===== src/hw/flash_gate_pkg.sv =====
// Package for the data flash access and mode gate.
// Assumes one 20-bit CPU address space and byte-wide register access.
package flash_gate_pkg;

  // ==========================================================================
  // Register map
  localparam logic [19:0] DATA_FLASH_ACCESS_CONTROL_ADDR = 20'hF0090;
  localparam logic [19:0] FLASH_PROTECT_COMMAND_REG_ADDR = 20'hF00C0;
  localparam logic [19:0] PROGRAMMING_MODE_CONTROL_REG_ADDR = 20'hF00C1;

  // ==========================================================================
  // Field positions, the reset value and the protect key
  localparam int unsigned ACCESS_ENABLE_BIT = 0;
  localparam int unsigned MODE_LSB = 0;
  localparam int unsigned SEQ_ERR_BIT = 2;
  localparam logic [7:0] ACCESS_CONTROL_RESET = 8'h00;
  localparam logic [7:0] PROTECT_KEY = 8'hA5;

  // ==========================================================================
  // Types
  typedef enum logic [1:0] {
    MODE_NONPROG = 2'b00,
    MODE_CODE_PROG = 2'b01,
    MODE_DATA_PROG = 2'b10
  } prog_mode_t;

  typedef enum logic [1:0] {
    AREA_CODE = 2'b00,
    AREA_DATA = 2'b01,
    AREA_EXTRA = 2'b10
  } flash_area_t;

  typedef enum logic {
    SEQ_IDLE = 1'b0,
    SEQ_ARMED = 1'b1
  } seq_state_t;

  // One CPU register access; bit_op selects a single-bit manipulation.
  typedef struct packed {
    logic wr;
    logic rd;
    logic bit_op;
    logic [2:0] bit_idx;
    logic bit_val;
    logic [19:0] addr;
    logic [7:0] wdata;
  } cpu_access_t;

  // One flash access request; write means a rewrite (erase or program).
  typedef struct packed {
    logic valid;
    logic write;
    flash_area_t area;
  } flash_req_t;

endpackage


===== src/hw/flash_mode_ctrl.sv =====
// Flash programming mode register with its protected entry sequence.
// Assumes the caller has already merged bit operations into i_wdata.
`timescale 1ns/1ps

module flash_mode_ctrl (
  input wire logic i_mclk,
  input wire logic i_arst_n,
  input wire logic i_wr,
  input wire logic [19:0] i_addr,
  input wire logic [7:0] i_wdata,
  output flash_gate_pkg::prog_mode_t o_mode,
  output logic o_seq_err
);

  // ==========================================================================
  // Sequence state
  flash_gate_pkg::seq_state_t state_q, state_d;
  flash_gate_pkg::prog_mode_t mode_q, mode_d;
  logic err_q, err_d;
  logic key_wr;
  logic mode_wr;

  assign key_wr = i_wr && (i_addr == flash_gate_pkg::FLASH_PROTECT_COMMAND_REG_ADDR)
                  && (i_wdata == flash_gate_pkg::PROTECT_KEY);
  assign mode_wr = i_wr && (i_addr == flash_gate_pkg::PROGRAMMING_MODE_CONTROL_REG_ADDR);

  // The key only arms one write; any other write in between disarms it, so a
  // stray store cannot change the mode.
  always_comb begin
    state_d = state_q;
    mode_d = mode_q;
    err_d = err_q;
    case (state_q)
      flash_gate_pkg::SEQ_IDLE: begin
        if (key_wr) begin
          state_d = flash_gate_pkg::SEQ_ARMED;
        end else if (mode_wr) begin
          err_d = 1'b1; // [RULE_08]
        end
      end
      flash_gate_pkg::SEQ_ARMED: begin
        if (i_wr) begin
          state_d = flash_gate_pkg::SEQ_IDLE;
          if (mode_wr && i_wdata[1:0] != 2'b11) begin
            mode_d = flash_gate_pkg::prog_mode_t'(i_wdata[1:0]); // [RULE_08]
            err_d = 1'b0;
          end else begin
            err_d = 1'b1;
          end
        end
      end
      default: begin
        state_d = flash_gate_pkg::SEQ_IDLE;
      end
    endcase
  end

  // Registers of the sequence.
  always_ff @(posedge i_mclk or negedge i_arst_n) begin
    if (!i_arst_n) begin
      state_q <= flash_gate_pkg::SEQ_IDLE;
      mode_q <= flash_gate_pkg::MODE_NONPROG;
      err_q <= 1'b0;
    end else begin
      state_q <= state_d;
      mode_q <= mode_d;
      err_q <= err_d;
    end
  end

  assign o_mode = mode_q;
  assign o_seq_err = err_q;
endmodule


===== src/hw/data_flash_access_gate.sv =====
// Data flash access control register and flash rewrite gating.
// Assumes CPU accesses arrive one per cycle, synchronous to i_mclk.
`timescale 1ns/1ps

// Behaviour
// [RULE_01] The access control register sits at F0090H, is read/write and resets to 00H.
// [RULE_02] The register accepts both single-bit manipulation and full byte writes.
// [RULE_03] With the enable bit at 0 every data flash access is blocked.
// [RULE_04] With the enable bit at 1 data flash access is allowed; extra area ignores the bit.
// [RULE_05] Code programming mode allows rewrite of the code and extra areas.
// [RULE_06] Data programming mode allows rewrite of the data area only.
// [RULE_07] Non-programmable mode rejects every rewrite of all three areas.
// [RULE_08] The mode changes only via a key write followed by the mode register write.
// [RULE_09] Software sets the enable bit before it touches the data flash area.
// [RULE_10] Bits 7 to 1 of the access control register read as zero and ignore writes.
module data_flash_access_gate (
  input wire logic i_mclk,
  input wire logic i_arst_n,
  input flash_gate_pkg::cpu_access_t i_cpu,
  output logic [7:0] o_rdata,
  input flash_gate_pkg::flash_req_t i_flash_req,
  output logic o_flash_grant,
  output logic o_flash_reject,
  output logic o_data_flash_access_enable,
  output flash_gate_pkg::prog_mode_t o_mode
);

  // ==========================================================================
  // Register bus decode
  logic access_enable_q, access_enable_d;
  logic [7:0] rdata_q, rdata_d;
  logic [7:0] merged;
  logic [7:0] cur_val;
  logic seq_err;
  flash_gate_pkg::prog_mode_t mode;

  // Readable value of a register, used for reads and as the base of bit ops.
  function automatic logic [7:0] reg_value(input logic [19:0] addr, input logic en,
                                           input logic [1:0] md, input logic err);
    logic [7:0] v;
    v = 8'h00;
    if (addr == flash_gate_pkg::DATA_FLASH_ACCESS_CONTROL_ADDR) begin
      v[flash_gate_pkg::ACCESS_ENABLE_BIT] = en; // [RULE_10]
    end else if (addr == flash_gate_pkg::PROGRAMMING_MODE_CONTROL_REG_ADDR) begin
      v[flash_gate_pkg::MODE_LSB +: 2] = md;
      v[flash_gate_pkg::SEQ_ERR_BIT] = err;
    end
    return v;
  endfunction

  // A bit operation is a read-modify-write of the addressed byte.
  always_comb begin
    cur_val = reg_value(i_cpu.addr, access_enable_q, mode, seq_err);
    merged = i_cpu.wdata;
    if (i_cpu.bit_op) begin
      merged = cur_val; // [RULE_02]
      merged[i_cpu.bit_idx] = i_cpu.bit_val;
    end
  end

  // Enable bit and registered read data.
  always_comb begin
    access_enable_d = access_enable_q;
    rdata_d = rdata_q;
    if (i_cpu.wr && i_cpu.addr == flash_gate_pkg::DATA_FLASH_ACCESS_CONTROL_ADDR) begin
      access_enable_d = merged[flash_gate_pkg::ACCESS_ENABLE_BIT]; // [RULE_02] [RULE_10]
    end
    if (i_cpu.rd) begin
      rdata_d = cur_val;
    end
  end

  // State registers; read data is registered so the bus sees a clean byte.
  always_ff @(posedge i_mclk or negedge i_arst_n) begin
    if (!i_arst_n) begin
      access_enable_q <= flash_gate_pkg::ACCESS_CONTROL_RESET[0]; // [RULE_01]
      rdata_q <= 8'h00;
    end else begin
      access_enable_q <= access_enable_d;
      rdata_q <= rdata_d;
    end
  end

  assign o_rdata = rdata_q;
  assign o_data_flash_access_enable = access_enable_q;
  assign o_mode = mode;

  // ==========================================================================
  // Mode register and its protected sequence
  flash_mode_ctrl u_mode (
    .i_mclk(i_mclk),
    .i_arst_n(i_arst_n),
    .i_wr(i_cpu.wr),
    .i_addr(i_cpu.addr),
    .i_wdata(merged),
    .o_mode(mode),
    .o_seq_err(seq_err)
  );

  // ==========================================================================
  // Flash access gating
  logic allowed;

  // Reads need only the enable bit for the data area; rewrites also need the
  // matching programming mode. Software that skips the enable gets a reject.
  always_comb begin
    allowed = 1'b0;
    if (!i_flash_req.write) begin
      allowed = (i_flash_req.area != flash_gate_pkg::AREA_DATA) || access_enable_q; // [RULE_03] [RULE_04]
    end else begin
      case (mode)
        flash_gate_pkg::MODE_CODE_PROG: begin
          allowed = i_flash_req.area == flash_gate_pkg::AREA_CODE
                    || i_flash_req.area == flash_gate_pkg::AREA_EXTRA; // [RULE_05] [RULE_04]
        end
        flash_gate_pkg::MODE_DATA_PROG: begin
          allowed = i_flash_req.area == flash_gate_pkg::AREA_DATA
                    && access_enable_q; // [RULE_06] [RULE_03] [RULE_09]
        end
        default: begin
          allowed = 1'b0; // [RULE_07]
        end
      endcase
    end
  end

  assign o_flash_grant = i_flash_req.valid && allowed;
  assign o_flash_reject = i_flash_req.valid && !allowed;
endmodule


===== config.mk =====
export PLATFORM = sky130hd
export DESIGN_NAME = data_flash_access_gate
export DESIGN_NICKNAME = d
export VERILOG_FILES = /design/src/hw/flash_gate_pkg.sv /design/src/hw/flash_mode_ctrl.sv /design/src/hw/data_flash_access_gate.sv
export SDC_FILE = /design/constraint.sdc
export NUM_CORES = 1
export LEC_CHECK = 0
export BUFFER_PORTS_ARGS = -buffer_cell sky130_fd_sc_hd__clkbuf_2
export CAP_MARGIN = 10
export CORE_MARGIN = 4
export CORE_UTILIZATION = 48
export CTS_BUF_LIST = sky130_fd_sc_hd__clkbuf_8
export DETAILED_ROUTE_END_ITERATION = 6
export PLACE_DENSITY = 0.95
export SYNTH_ARGS = -nofsm -noshare
export SYNTH_HDL_FRONTEND = slang
export SYNTH_HIERARCHICAL = 1
export SYNTH_SLANG_ARGS = --single-unit

===== constraint.sdc =====
create_clock -name i_mclk -period 5.5 [get_ports i_mclk]
set_clock_uncertainty 0.15 [all_clocks]
set_input_delay 0.825 -clock i_mclk [delete_from_list [all_inputs] [get_ports i_mclk]]
set_output_delay 0.825 -clock i_mclk [all_outputs]
set_load 0.02 [all_outputs]

# Word level (Yosys, flattened, before mapping)

Index checks and enable logic that the tools add are counted.

Output and inout bits: 13
Bits in registers: 8

Eq/ne operators: 13
Muxes and demuxes: 17
Reduce and logical (&&, ||, !) cells: 15
Magnitude comparators: 2
Bitwise operators: 1

Operators with widths:

| kind                   | number |
|---|---|
| $eq A20 B20 Y1 const B | 3 |
| $logic_and A1 B1 Y1    | 9 |
| $mux W1                | 9 |
| $bwmux W8              | 1 |
| $eq A8 B8 Y1 const B   | 1 |
| $mux W8                | 1 |
| $ne A2 B2 Y1 const B   | 3 |
| $pmux W1 S2            | 3 |
| $reduce_and A3 Y1      | 2 |
| $eq A2 B1 Y1 const B   | 2 |
| $eq A2 B2 Y1 const B   | 2 |
| $lt A3 B4 Y1 const B   | 1 |
| $ne A2 B1 Y1 const B   | 2 |
| $demux W1 S3           | 1 |
| $ge A3 B1 Y1 const B   | 1 |
| $mux W3                | 1 |
| $logic_not A2 Y1       | 1 |
| $logic_or A1 B1 Y1     | 2 |
| $mux W2                | 1 |
| $logic_not A1 Y1       | 1 |
| $not A1 Y1             | 1 |

# Depth between registers and ports, before layout

Word-level depth: 11
Depth in mapped cells: 7
Gate-level depth less buffers: 7

# Cells and area by module

The synthesis kept the hierarchy.

By module, submodules not included:

| module                 | cells each | seq. area each (um^2) | times used | area an instance (um^2) |
|---|---|---|---|---|
| data_flash_access_gate | 81         | 100.1                 | 1          | 623.1 |
| flash_mode_ctrl        | 30         | 100.1                 | 1          | 306.5 |

# Worst setup path before layout

No wires, ideal clock.

Path type: input -> output
Start: input i_flash_req[1] in the netlist's numbering
End: output o_flash_grant
Data required time: 4.525 ns
Stages: 4
Data arrival time: 1.570 ns
Buffers on the path: 0
Setup slack: 2.955 ns
Path through: nand3b_1 -> a21o_1 -> a22oi_1 -> and2_1

Cells in the longest elaborated chain, start to end: 5

Ends and longest elaborated chain:

| element                                                          | RTL line                                                     | RTL |
|---|---|---|
| from (decl)                                                      | data_flash_access_gate.sv:21                                 | `input flash_gate_pkg::flash_req_t i_flash_req,` |
| $eq A2 B1 Y1, or another cell as far along                       | data_flash_access_gate.sv:117                                | `allowed = i_flash_req.area == flash_gate_pkg::AREA_DATA` |
| $logic_and A1 B1 Y1 / $logic_or A1 B1 Y1 (equally long branches) | data_flash_access_gate.sv:118, data_flash_access_gate.sv:114 |  |
| $pmux W1 S2                                                      | data_flash_access_gate.sv:111                                | `case (mode)` |
| $mux W1 *                                                        | data_flash_access_gate.sv:108                                | `if (!i_flash_req.write) begin` |
| $logic_and A1 B1 Y1 *                                            | data_flash_access_gate.sv:127                                | `assign o_flash_grant = i_flash_req.valid && allowed;` |
| to (decl)                                                        | data_flash_access_gate.sv:22                                 | `output logic o_flash_grant,` |

Every way passes the cells marked *; elsewhere a longest branch is shown, timed or not.

# Worst setup path in the final report

Same ends and word-level chain as after synthesis.

==> key figures <==
Timing
  • RSZ-0062 raised after global routing: no
  • Setup TNS: 0 ns
  • Tcrit/Tclk final: 0.5135
  • Clock period minus worst slack: 2.824 ns
  • Fin. Hold Viols: 0
  • Setup Viol. Count Final: 0
  • Final Max Slew Viols: 0
  • Max Freq: 354.1 MHz

Global route
  • Routing usage on met3: 0.05731
  • Vias in the first global route: 1033
  • Grt met2 use: 0.3933
  • First-pass GRT wire length: 4.305 mm
  • GR peak layer: met2
  • Met1 Use GR: 0.2368
  • Initial antenna violation count: 0
  • Gr ovfl total: 0
  • Largest net degree at the start of global routing: 19
  • GRT Util Overall: 0.2194

Final layout
  • Synthesis-to-finish area growth: 29.07%
  • Final-layout fill cell count: 159
  • Final instance area: 1200 um2
  • Nets: 203
  • Share of layout cells above drive strength 1: 0.3924
  • Sequential Area: 200.2 um2
  • Final Util: 0.6730
  • Inserted Diodes: 0
  • Multi-input logic area: 656.9 um2
  • Finished Layout Cells: 183

Power
  • Worst IR Drop VDD: 119.2 uV
  • Leakage: 0.5923 nW
  • Int Pwr: 0.1283 mW
  • Net Switching: 0.05285 mW
  • Pwr/cell area: 151.0 nW/um2
  • Seq pwr share: 0.336
  • Comb power frac: 0.270
  • Clock power frac: 0.394
  • Sw frac: 0.2917

Clock tree
  • Clock root buffer master: clkbuf_8
  • Hold_buf cts: 0
  • Clk sinks: 8
  • H-tree depth: 1
  • Clk buf depth: 2
  • Clk slew on worst S/H paths: 0.04 ns
  • Clock Latency Late Sink: 0.23 ns
  • TritonCTS clock tree: done
  • Post_cts resized: 0
  • Post-CTS setup buffer count: 0
  • CTS buffer count: 3

Worst setup path
  • WP data arrival: 1.85 ns
  • Critical Path Fanout Max: 2
  • Crit start category: input pin
  • RR Endpoint: u_mode/state_q
  • R2r worst-path depth: 6
  • CP Capture Type: primary output
  • Reg2reg start: o_data_flash_access_enable
  • Crit Path Class: input pin to primary output
  • Critical Path RT: 4.53 ns
  • Flop2flop setup slack: 3.26 ns

Synth
  • Number of synthesized flops with an enable pin: 0
  • Largest area contributor in the netlist: dfrtp_1
  • Synth top area cells: dfrtp_1 22%, nor4_4 4.6%, a41o_1 4.3%
  • Syn Area/Cell: 8.375 um2
  • Ys async rst share: 1.000
  • Ys flop type: dfrtp_1
  • Synth cell types: 44
  • Syn Inst Count: 111
  • Register area share after synthesis: 0.2153
  • Synth warn: 6
  • Top-area cell type share of the netlist area: 0.2153
  • Post-synthesis cell area: 929.6 um2
  • Synthesized flop and latch total: 8

Drt
  • Post-route ant nets: 0
  • # DRC: 0
  • Vias after detailed routing: 1077
  • Drt total wl: 2.777 mm
  • Detailed-route wire length per cell: 15.17 um
  • First-pass detailed-route iteration total: 4
  • Vias per cell: 5.885
  • Iter 0 DRT Violations: 28

Floorplanning
  • Row count: 15
  • Area of the core: 1783 um2
  • Ports: 54
  • Die Span Y: 52.01 um
  • Initial core utilization: 0.5214
  • Total die area: 2705 um2
  • Die width: 52.01 um

Place
  • Port Buffers: 48
  • Placed cells: 180
  • Hpwl dp: 2.280 mm
  • Routability cong.: 0.8443
  • Placed Area: 1159 um2

Worst hold path
  • Hold Path Class: input pin to asynchronous set/reset pin

Run
  • Max-Cap Viols: 0

Status
  • Status: complete, no violations
[area by class of cell]
cell class / count / share of cell area
multi-input combinational: 91 / 0.5474
timing repair buffer: 48 / 0.2002
sequential: 8 / 0.1668
clock buffer: 3 / 0.03441
tap: 25 / 0.02607
inverter: 8 / 0.02503
[cell families after synthesis]
logic type / share of synthesized area
DFF: 0.2153
muxes: 0.03499
adders and majority gates: 0.02691
other: 0.004034
AOI/OAI and AO/OA: 0.1965
and+or+nand+nor: 0.4280
buffers and inverters: 0.09421
[per-stage QoR]
stage / power, mW / hold WS (ns) / setup WS (ns)
global placement: 0.1072 / 0.3234 / 2.815
detailed placement: 0.1099 / 0.3397 / 2.720
finish: 0.1812 / 0.2926 / 2.676
floorplan: 0.08610 / 0.3736 / 2.955
global route: 0.1930 / 0.2896 / 2.672
CTS: 0.1827 / 0.2903 / 2.702
[worst max-delay path, stage by stage]
cell,delay (ns)
clkbuf_2,0.08
nand3b_1,0.15
a21o_1,0.20
a22oi_1,0.23
and2_1,0.18
clkbuf_2,0.17
[Yosys cell counts (2+ instances only)]
library cell,n
nor2_1,9
dfrtp_1,8
inv_1,8
nand2_1,7
nor2b_1,6
o21ai_0,6
buf_4,5
nand4_1,5
a21oi_1,4
a41o_1,4
nand2b_1,3
a31o_2,2
and2_1,2
and3_1,2
ha_1,2
mux2_2,2
nand3_1,2
nor4_1,2
nor4_4,2
nor4b_1,2
nor4b_2,2
nor4bb_1,2
o21a_1,2
o31ai_1,2
[flip-flops by register name, summed over array words and instances, names as in the netlist]
| name | flops |
|---|---|
| o_data_flash_access_enable | 1 |
| o_rdata | 3 |
| u_mode/o_mode | 2 |
| u_mode/o_seq_err | 1 |
| u_mode/state_q | 1 |
[power by group through the flow]
stage	Combinational, mW	Sequential, mW	Clock [mW]
final	0.0489	0.0609	0.0714
after global routing	0.0532	0.0609	0.0788
after CTS	0.0484	0.0609	0.0734
after detailed placement	0.0482	0.0617	0
after global placement	0.0455	0.0617	0
after floorplan	0.0246	0.0615	0
[cell usage in the layout, fill, tap and decap left out, types with 2 or more instances in the layout]
| master | instances |
|---|---|
| inv_1 | 8 |
| clkbuf_2 | 48 |
| a21oi_1 | 4 |
| nor2b_1 | 6 |
| nor4b_2 | 2 |
| nor2_1 | 9 |
| nand4_1 | 5 |
| clkbuf_8 | 3 |
| and3_1 | 2 |
| o21ai_0 | 6 |
| nor4_1 | 2 |
| nor4bb_1 | 2 |
| conb_1 | 5 |
| nor4b_1 | 2 |
| nand2_1 | 7 |
| o31ai_1 | 2 |
| nand3_1 | 2 |
| nor4_4 | 2 |
| nand2b_1 | 3 |
| dfrtp_1 | 8 |
| and2_1 | 2 |
| a31o_2 | 2 |
| o21a_1 | 2 |
| a41o_1 | 4 |
| mux2_2 | 2 |
| ha_1 | 2 |
[how the worst max path moves through the flow]
stage                   start        endpoint
2_1_floorplan  i_flash_req[1]   o_flash_grant
3_3_place_gp   i_flash_req[1]   o_flash_grant
3_5_place_dp         i_cpu[8]  u_mode/state_q
4_1_cts        i_flash_req[1]   o_flash_grant
5_1_grt        i_flash_req[1]   o_flash_grant
6_report       i_flash_req[1]   o_flash_grant
[routing by layer]
| layer | up-vias | wire [um] |
|---|---|---|
| met3 | 16 | 223 |
| met2 | 61 | 1426 |
| met5 | - | 0 |
| li1 | 506 | - |
| met4 | 0 | 109 |
| met1 | 494 | 1018 |
(Power assumes the default switching activity.)
